### src/common/sccs_pkg.sv
/*
  sccs_pkg: constants shared by the system clock source select block.
  Assumes a single 100 MHz core clock; oscillator levels arrive already
  synchronous to that clock.
*/
package sccs_pkg;
  // core clock
  localparam int MCLK_PERIOD_NS    = 10;            // 100 MHz
  // slow crystal start-up wait, in microseconds
  localparam int LXT_START_US      = 1000;
  // start-up wait in core cycles, a least time so it rounds up
  localparam int LXT_START_CYC     = (LXT_START_US * 1000 + MCLK_PERIOD_NS - 1) / MCLK_PERIOD_NS;
  localparam int LXT_CNT_W         = 17;            // wide enough for the default wait
  // nominal source frequencies
  localparam int LXT_FREQ_HZ       = 32768;         // slow crystal, fixed
  localparam int INT_SLOW_RC_OSC_FREQ_HZ      = 32000;         // slow rc, nominal
  // select code that picks the slow path; lower codes divide the fast path
  localparam logic [2:0] SEL_SLOW  = 3'h7;
  localparam int DIV_W             = 6;             // taps up to divide by 64
  // fast rc frequency select codes and resulting MHz
  localparam logic [1:0] RC_SEL_4  = 2'h0;
  localparam logic [1:0] RC_SEL_8  = 2'h1;
  localparam logic [1:0] RC_SEL_12 = 2'h2;
  localparam logic [3:0] RC_MHZ_4  = 4'h4;
  localparam logic [3:0] RC_MHZ_8  = 4'h8;
  localparam logic [3:0] RC_MHZ_12 = 4'hc;
  // reset values of control state
  localparam logic [2:0] SEL_RST   = 3'h0;
  // switch-over states, one-hot
  typedef enum logic [2:0] {
    SW_RUN   = 3'h1,   // output follows current source
    SW_DRAIN = 3'h2,   // waiting for output low before letting go
    SW_WAIT  = 3'h4    // waiting for new source low before following
  } sccs_sw_t;
endpackage

### src/design/sccs_top.sv
/*
  sccs_top: system clock source selection, fast divider, glitch-free switch,
  halt gating, slow crystal start-up and pin assignment.
  Assumes all inputs, oscillator levels included, are synchronous to mclk;
  every output is a flip-flop.
*/
// Summary of operation
// - three-bit select picks fast or slow, changeable live
// - one bit picks slow rc or slow crystal
// - one bit picks fast rc or fast crystal
// - select field sets delivered system clock frequency
// - codes 0-6 divide fast by 1-64, 7 slow
// - always one fast and one slow source chosen
// - fast rc gives 4, 8 or 12 MHz
// - two-bit field maps 4, 8, 12, 4 MHz
// - slow crystal 32.768 kHz, slow rc 32 kHz
// - slow crystal enable bit with start-up delay
// - halt gates off system clock, watchdog keeps clock, time base per keep bit
// - pin-share bits give slow crystal pins to oscillator
// - fast rc chosen frees fast crystal pins
// - oscillators also clock watchdog and time base
// - keep bits decide oscillators running during halt, watchdog keeps slow rc
module sccs_top
  import sccs_pkg::*;
#(
  parameter int LXT_START = LXT_START_CYC        // start-up wait, shorten in simulation
) (
  input  wire logic       mclk,
  input  wire logic       reset,
  input  wire logic [2:0] sys_clk_select,        // divider / slow select
  input  wire logic       fast_src_select,       // 1: fast crystal, 0: fast rc
  input  wire logic       slow_src_select,       // 1: slow crystal, 0: slow rc
  input  wire logic       fast_osc_halt_keep,    // keep fast oscillator in halt
  input  wire logic       slow_osc_halt_keep,    // keep slow oscillator in halt
  input  wire logic [1:0] fast_rc_freq_select,   // fast rc frequency code
  input  wire logic       slow_crystal_enable,   // start the slow crystal
  input  wire logic       slow_pins_osc_sel,     // pin-share: pins to slow crystal
  input  wire logic       cpu_halt,              // cpu has executed halt
  input  wire logic       wdt_enable,            // watchdog wants slow rc
  input  wire logic       ext_fast_crystal_osc,  // oscillator levels
  input  wire logic       int_fast_rc_osc,
  input  wire logic       ext_slow_crystal_osc,
  input  wire logic       int_slow_rc_osc,
  output logic            sys_clk_r,             // gated system clock
  output logic            fast_clk_r,            // fast path for peripherals
  output logic            sub_clk_r,             // slow path, time base source
  output logic            wdt_clk_r,             // watchdog clock
  output logic            fast_xtal_en_r,        // fast crystal running
  output logic            fast_rc_en_r,          // fast rc running
  output logic            slow_xtal_en_r,        // slow crystal running
  output logic            slow_rc_en_r,          // slow rc running
  output logic            slow_xtal_ready_r,     // start-up wait elapsed
  output logic [3:0]      fast_rc_mhz_r,         // fast rc frequency in MHz
  output logic            fast_pins_io_r,        // fast crystal pins free as i/o
  output logic            slow_pins_osc_r,       // slow crystal pins on oscillator
  output logic            clk_switching_r        // switch-over in progress
);

  // selection now in force, updated only at the safe point
  logic [2:0]   cur_code_r;                     // current select code
  logic         cur_fhs_r;                      // current fast source
  logic         cur_fss_r;                      // current slow source
  sccs_sw_t     sw_state_r;                     // switch-over state
  sccs_sw_t     sw_state_nxt;                   // its next value
  logic         halt_gate_r;                    // system clock gated off
  logic         fast_prev_r;                    // fast level last cycle
  logic [DIV_W-1:0] div_cnt_r;                  // fast edge counter
  logic [LXT_CNT_W-1:0] lxt_cnt_r;              // start-up counter
  logic         use_lxt_r;                      // slow crystal in use, changed at the safe point

  // source muxes: each path always has an oscillator behind it
  wire          fast_lvl  = cur_fhs_r ? ext_fast_crystal_osc : int_fast_rc_osc;
  // an unready crystal would give no clock, so slow rc stands in until ready;
  // the hand-over to the crystal goes through the switch so no system clock pulse is cut
  wire          lxt_want  = slow_src_select & slow_xtal_ready_r;
  wire          slow_lvl  = use_lxt_r ? ext_slow_crystal_osc : int_slow_rc_osc;
  // divider taps: tap 0 is the fast clock itself, tap k is fast / 2^k
  wire [DIV_W:0] div_taps = {div_cnt_r, fast_lvl};
  wire          src_lvl   = (cur_code_r == SEL_SLOW) ? slow_lvl
                                                     : div_taps[cur_code_r];
  // any difference between request and current selection starts a switch
  wire          req_diff  = (sys_clk_select != cur_code_r) |
                            (fast_src_select != cur_fhs_r) |
                            (slow_src_select != cur_fss_r) |
                            (lxt_want != use_lxt_r);
  wire          fast_rise = fast_lvl & ~fast_prev_r;
  wire          halted    = cpu_halt;
  // oscillator run decisions; in halt the keep bits decide
  wire          fast_run  = ~halted | fast_osc_halt_keep;
  wire          slow_run  = ~halted | slow_osc_halt_keep;
  // output follows its source in run, or finishes a high phase while draining
  wire          out_open  = (sw_state_r == SW_RUN) | ((sw_state_r == SW_DRAIN) & sys_clk_r);
  // lxt counter end, cast to the counter width
  wire [LXT_CNT_W-1:0] lxt_end = LXT_CNT_W'(LXT_START - 1);

  // switch-over sequencing
  always_comb begin
    sw_state_nxt = sw_state_r;
    unique case (sw_state_r)
      SW_RUN: begin
        if (req_diff) begin
          sw_state_nxt = SW_DRAIN;
        end
      end
      SW_DRAIN: begin
        // let the current high phase finish so no pulse is cut short
        if (!sys_clk_r) begin
          sw_state_nxt = SW_WAIT;
        end
      end
      SW_WAIT: begin
        // new source must be seen low so its first high is whole
        if (!src_lvl) begin
          sw_state_nxt = SW_RUN;
        end
      end
    endcase
  end

  // state register and selection latch
  always_ff @(posedge mclk) begin
    if (reset) begin
      sw_state_r <= SW_RUN;
      cur_code_r <= SEL_RST;
      cur_fhs_r  <= 1'b0;
      cur_fss_r  <= 1'b0;
      use_lxt_r  <= 1'b0;
    end else begin
      sw_state_r <= sw_state_nxt;
      // take the new selection on leaving drain, while the output is low
      if (sw_state_r == SW_DRAIN && !sys_clk_r) begin
        cur_code_r <= sys_clk_select;
        cur_fhs_r  <= fast_src_select;
        cur_fss_r  <= slow_src_select;
        use_lxt_r  <= lxt_want;
      end
    end
  end

  // fast edge counter feeding the divider taps
  always_ff @(posedge mclk) begin
    if (reset) begin
      fast_prev_r <= 1'b0;
      div_cnt_r   <= '0;
    end else begin
      fast_prev_r <= fast_lvl;
      if (fast_rise) begin
        div_cnt_r <= div_cnt_r + 1'b1;
      end
    end
  end

  // halt gating: only close or open while the output is low
  always_ff @(posedge mclk) begin
    if (reset) begin
      halt_gate_r <= 1'b0;
    end else if (!sys_clk_r) begin
      halt_gate_r <= halted;
    end
  end

  // system clock out, held low during switch-over and halt once the current high phase ends
  always_ff @(posedge mclk) begin
    if (reset) begin
      sys_clk_r <= 1'b0;
    end else begin
      sys_clk_r <= out_open & ~halt_gate_r & ~(halted & ~sys_clk_r)
                   & src_lvl;
    end
  end

  // peripheral, time base and watchdog clocks run apart from the system clock
  always_ff @(posedge mclk) begin
    if (reset) begin
      fast_clk_r <= 1'b0;
      sub_clk_r  <= 1'b0;
      wdt_clk_r  <= 1'b0;
    end else begin
      fast_clk_r <= fast_lvl & fast_run;
      sub_clk_r  <= slow_lvl & slow_run;
      wdt_clk_r  <= int_slow_rc_osc;
    end
  end

  // oscillator enables follow the run decisions
  always_ff @(posedge mclk) begin
    if (reset) begin
      fast_xtal_en_r <= 1'b0;
      fast_rc_en_r   <= 1'b1;
      slow_xtal_en_r <= 1'b0;
      slow_rc_en_r   <= 1'b1;
    end else begin
      fast_xtal_en_r <= fast_run & fast_src_select;
      fast_rc_en_r   <= fast_run & ~fast_src_select;
      slow_xtal_en_r <= slow_run & slow_crystal_enable;
      // the watchdog keeps the slow rc alive whatever the keep bit says
      slow_rc_en_r   <= (slow_run & ~use_lxt_r) | wdt_enable;
    end
  end

  // slow crystal start-up wait; any drop of enable restarts it
  always_ff @(posedge mclk) begin
    if (reset) begin
      lxt_cnt_r         <= '0;
      slow_xtal_ready_r <= 1'b0;
    end else if (!slow_crystal_enable) begin
      lxt_cnt_r         <= '0;
      slow_xtal_ready_r <= 1'b0;
    end else if (!slow_xtal_ready_r) begin
      lxt_cnt_r         <= lxt_cnt_r + 1'b1;
      slow_xtal_ready_r <= (lxt_cnt_r == lxt_end);
    end
  end

  // fast rc frequency decode; unused code falls back to the lowest speed
  wire [3:0] rc_mhz = (fast_rc_freq_select == RC_SEL_8)  ? RC_MHZ_8  :
                      (fast_rc_freq_select == RC_SEL_12) ? RC_MHZ_12 : RC_MHZ_4;

  // pin assignment and status
  always_ff @(posedge mclk) begin
    if (reset) begin
      fast_rc_mhz_r   <= RC_MHZ_4;
      fast_pins_io_r  <= 1'b1;
      slow_pins_osc_r <= 1'b0;
      clk_switching_r <= 1'b0;
    end else begin
      fast_rc_mhz_r   <= rc_mhz;
      fast_pins_io_r  <= ~fast_src_select;
      slow_pins_osc_r <= slow_pins_osc_sel;
      clk_switching_r <= (sw_state_nxt != SW_RUN);
    end
  end
endmodule // sccs_top

### config.mk
export PLATFORM = sky130hd
export DESIGN_NAME = sccs_top
export DESIGN_NICKNAME = d
export VERILOG_FILES = /design/src/common/sccs_pkg.sv /design/src/design/sccs_top.sv
export SDC_FILE = /design/constraint.sdc
export NUM_CORES = 1
export LEC_CHECK = 0
export BUFFER_PORTS_ARGS = -buffer_cell sky130_fd_sc_hd__buf_2
export CORE_MARGIN = 3
export CORE_UTILIZATION = 35
export DETAILED_ROUTE_END_ITERATION = 10
export PLACE_DENSITY = 0.6
export SKIP_LAST_GASP = 1
export SLEW_MARGIN = 20
export SYNTH_ARGS = -nofsm -noshare
export SYNTH_HDL_FRONTEND = slang
export SYNTH_SLANG_ARGS = --single-unit
### constraint.sdc
create_clock -name mclk -period 3.65 [get_ports mclk]
set_clock_uncertainty 0.05 [all_clocks]
set_input_delay 0.73 -clock mclk [delete_from_list [all_inputs] [get_ports mclk]]
set_output_delay 0.73 -clock mclk [all_outputs]
set_load 0.01 [all_outputs]
**Word level (Yosys, flattened, before mapping)**

Cells that the tools add are included.
Widths: inputs -> output; s select.

- Logic and storage cells: 82
- Output and inout bits: 16
- Register bits after elaboration: 50
- Input port bits: 19

- Muxes and demuxes: 12
- Reduce and logical (&&, ||, !) cells: 4
- Equal/unequal tests: 12
- Bitwise operators: 28
- Add/subtract/negate cells: 2
- Magnitude comparators: 1

Operator list:

| operator | number |
|---|---|
| $add 17x1->17 const B | 1 |
| $eq 17x17->1 const B | 1 |
| $and 1x1->1 | 13 |
| $mux 3 | 3 |
| $pmux 3 s3 | 1 |
| $mux 4 | 2 |
| $not 1->1 | 8 |
| $or 1x1->1 | 7 |
| $add 6x1->6 const B | 1 |
| $eq 3x3->1 const B | 2 |
| $mux 1 | 5 |
| $lt 3x4->1 const B | 1 |
| $reduce_or 2->1 | 2 |
| $bmux 1 s3 | 1 |
| $eq 3x1->1 const B | 1 |
| $eq 3x2->1 const B | 1 |
| $ne 1x1->1 | 3 |
| $ne 3x1->1 const B | 1 |
| $ne 3x3->1 | 1 |
| $eq 2x1->1 const B | 1 |
| $eq 2x2->1 const B | 1 |
| $logic_and 1x1->1 | 1 |
| $logic_not 1->1 | 1 |

**Longest topological paths before layout**

- Word-level depth: 7
- Mapped depth: 6
- Depth with buffers taken out: 5

**Worst setup path before layout**

Ideal clock, no wire load.

- Path type: input to register
- Start point: input int_fast_rc_osc
- End point: register clk_switching_r
- Path buffers: 0
- Library setup time: 119 ps
- Arrival time: 1589 ps
- Stages on the path: 4
- Slack: 1892 ps
- Data required time: 3481 ps
- Cell sequence: mux2i_4 a2111oi_4 a211o_1 o221a_1

- Longest elaborated chain between the ends: 7

RTL lines:

| element | RTL line | source |
|---|---|---|
| start, declared | sccs_top.sv:41 | `input wire logic int_fast_rc_osc,` |
| $mux 1 | sccs_top.sv:72 | `wire fast_lvl = cur_fhs_r ? ext_fast_crystal_osc : int_fast_rc_osc;` |
| $bmux 1 s3 | sccs_top.sv:80 | `: div_taps[cur_code_r];` |
| $mux 1 (implied by the code) | sccs_top.sv:80 |  |
| $mux 1 | sccs_top.sv:79 | `wire src_lvl = (cur_code_r == SEL_SLOW) ? slow_lvl` |
| $mux 3 | sccs_top.sv:113 | `if (!src_lvl) begin` |
| $pmux 3 s3 | sccs_top.sv:99 | `unique case (sw_state_r)` |
| $ne 3x1->1 | sccs_top.sv:230 | `clk_switching_r <= (sw_state_nxt != SW_RUN);` |
| end signal, assigned | sccs_top.sv:230 |  |
| end, declared | sccs_top.sv:56 | `output logic clk_switching_r` |

No other way between the ends. The select of a mux whose other input is x is not followed.
A chain may end at the register's enable or synchronous reset.

**Worst setup path in the final report**

- Start point: input fast_src_select
- End point: register clk_switching_r

- Longest elaborated chain between the ends: 7

RTL lines:

| element | RTL line | source |
|---|---|---|
| start, declared | sccs_top.sv:31 | `input wire logic fast_src_select,` |
| $ne 1x1->1 | sccs_top.sv:83 | `(fast_src_select != cur_fhs_r) \|` |
| $or 1x1->1 | sccs_top.sv:82 | `wire req_diff = (sys_clk_select != cur_code_r) \|` |
| $or 1x1->1 | sccs_top.sv:83 |  |
| $or 1x1->1 | sccs_top.sv:84 | `(slow_src_select != cur_fss_r) \|` |
| $mux 3 | sccs_top.sv:101 | `if (req_diff) begin` |
| $pmux 3 s3 | sccs_top.sv:99 |  |
| $ne 3x1->1 | sccs_top.sv:230 |  |

No other way between the ends.

==> out/metrics.yaml <==
cts_buffer_depth: 2
grt_use_total: 0.131
post_dp_cell_area_um2: 2300
syn_inst: 233
path_class: "in -> reg"
post_cts_buffers: 0
crit_fanout: 4
gp_congestion: 0.717
start_util: 0.373
ys.flop_type: "dfxtp_1"
coreArea_um2: 5680
hold_viol_final: 0
finalCritPeriodShare: 0.515
path_buf_inv: 1
synth-seq-cells: 48
cp.arrival_ns: 2.00
synth-async-reset-ratio: 0
cts_hold_buf: 0
drc: 0
rsz0062_at_grt: "false"
via_per_inst: 5.01
synth_common_cells: "dfxtp_1, nor2_1, nand2_1, a21oi_1, xor2_1"
die-area_um2: 7010
drive_above_1_share: 0.172
finalMaxSlewViolations: 0
antenna_found_initial: 0
fmax_mhz: 532
worst_pin_slew_ns: 0.651
postSynthAreaPerCell_um2: 9.08
hpwl_um: 3190
cts_buffers: 5
yosysMostFrequentCell: "dfxtp_1"
synth.top_cell.area_share: 0.454
first_global_vias: 1590
fin_area_um2: 2390
crit_slowest_cell: "nor4_2"
vdd_ir_drop_max_mv: 0.192
critPathRequiredTime_ns: 3.77
clkLatencyLatePin_ns: 0.30
crit_family: "simple AND/OR/NAND/NOR gates"
status: "finished clean"
dieWidth_um: 83.8
yosys_warnings: 0
slowest_delay_ns: 0.48
relSlewSlack: 0.565
cp-end-kind: "flop"
fp.dieH_um: 83.8
grt_max_degree: 25
yosys-top-cells-area: "dfxtp_1, xor2_1, nor2_1, nand2_1, a21oi_1"
syn_to_final_growth_pct: 13.1
drtIter0Drc: 82
numClockSinks: 48
p_per_area_nw_per_um2: 411
syn-cell-area_um2: 2120
ys_types: 47
io_buffers: 32
final_cells: 334
via_count: 1673
grt_pass1_wl_um: 7510
cts_tree: "done"
io_pins: 35
timing.final.ws_setup_ns: 1.77
cts_resized: 0
seq_area_frac_synth: 0.454
period_minus_slack_ns: 1.88
power.leakage_uw: 0.000898
synth_edf_count: 0
drv_cap: 0
dp.cells: 326
cts_root_buf: "clkbuf_8"
cp_cell_sequence: "buf_2 > xor2_1 > nor4_2 > nand4b_1 > o221a_1"
ant_nets: 0
rows: 27
pre_cts_ws_ns: 1.41
fin_tns_setup_ns: 0
critical_path.startpoint_type: "input port"
firstDrtPassIters: 4
antenna_cells: 0
synth_area_leader_cell: "dfxtp_1"
layout.nets: 283
finalWirelength_um: 4360
cts-htree-levels: 2
wl_per_cell_um: 13.1
grt_overflow: 0
hold_class: "reg -> reg"
report.final.setup_viol: 0
clk_pin_slew_ns: 0.09
area by class of cell:
type | instances | area (µm²)
clock buffers | 7 | 86.3
clock inverters | 1 | 7.51
fillers | 587 | 3280
inverters | 7 | 26.3
multi-input cells | 167 | 1060
flip-flops and latches | 48 | 961
well taps | 72 | 90.1
repair buffers | 32 | 160
metrics by stage:
stage	hold slack [ns]	util	power (µW)
finish	0.457	0.422	983
detailed placement	0.436	0.405	666
floorplan	0.406	-	634
global placement	0.422	0.404	664
CTS	0.451	0.422	994
global route	0.479	0.422	1030
layout by cell type, fill, tap and decap left out, drive strengths merged, types with 5 or more instances in the layout:
cell    Yosys  layout
nand4       8       8
nor2       26      26
mux2i       6       6
or3         6       6
buf         7      32
nand3       5       5
nand2      25      25
xnor2       8       8
inv         7       7
dfxtp      48      48
clkbuf      5       7
a21oi      15      15
nor3        5       5
xor2       13      13
o21ai       9       9
nor2b       6       6
worst paths after layout:
| path | start | to | slack, ns | cells after the start |
|---|---|---|---|---|
| worst max-delay path | fast_src_select | clk_switching_r | 1.77 | 5 |
| worst min-delay path | cur_fss_r | cur_fss_r | 0.46 | 2 |
| worst max register to register | cur_code_r[0] | clk_switching_r | 1.84 | 4 |
| worst min register to register | cur_fss_r | cur_fss_r | 0.46 | 2 |
worst min-delay path, stage by stage (launching register included):
cell     delay (ns)
dfxtp_1        0.34
nand2_1        0.06
a21oi_1        0.06
metal layers:
layer / GRT usage / vias up / part of all wire / wire, µm
met5: 0 / - / 0 / 0
met4: 0.0351 / 0 / 0.0060 / 26
met3: 0.0415 / 2 / 0.034 / 149
li1: - / 852 / - / -
met2: 0.190 / 24 / 0.45 / 1980
met1: 0.185 / 795 / 0.51 / 2210
report_power, final:
group	total (µW)	switching (µW)	internal [µW]	leakage, µW
registers	561	18.9	542	0.000392
logic	92.8	51.2	41.6	0.000461
clock network	329	175	154	0.0000445
total	983	245	738	0.000898
kinds of logic after synthesis:
kind of cell,after synthesis,share of synthesized area
muxes,6,0.0343
and+or+nand+nor,100,0.247
DFF,48,0.454
AOI/OAI and AO/OA,35,0.109
xor gates and xnor gates,21,0.0869
buffers and inverters,19,0.0485
other,1,0.00177
adders and majority gates,3,0.0177
state kept, by name, indices dropped and copies added, names as in the netlist, 2 cells and up:
signal	count
div_cnt_r	6
lxt_cnt_r	17
sw_state_r	3
cur_code_r	3
fast_rc_mhz_r	2
No activity file was read; power rests on OpenSTA's default activity.
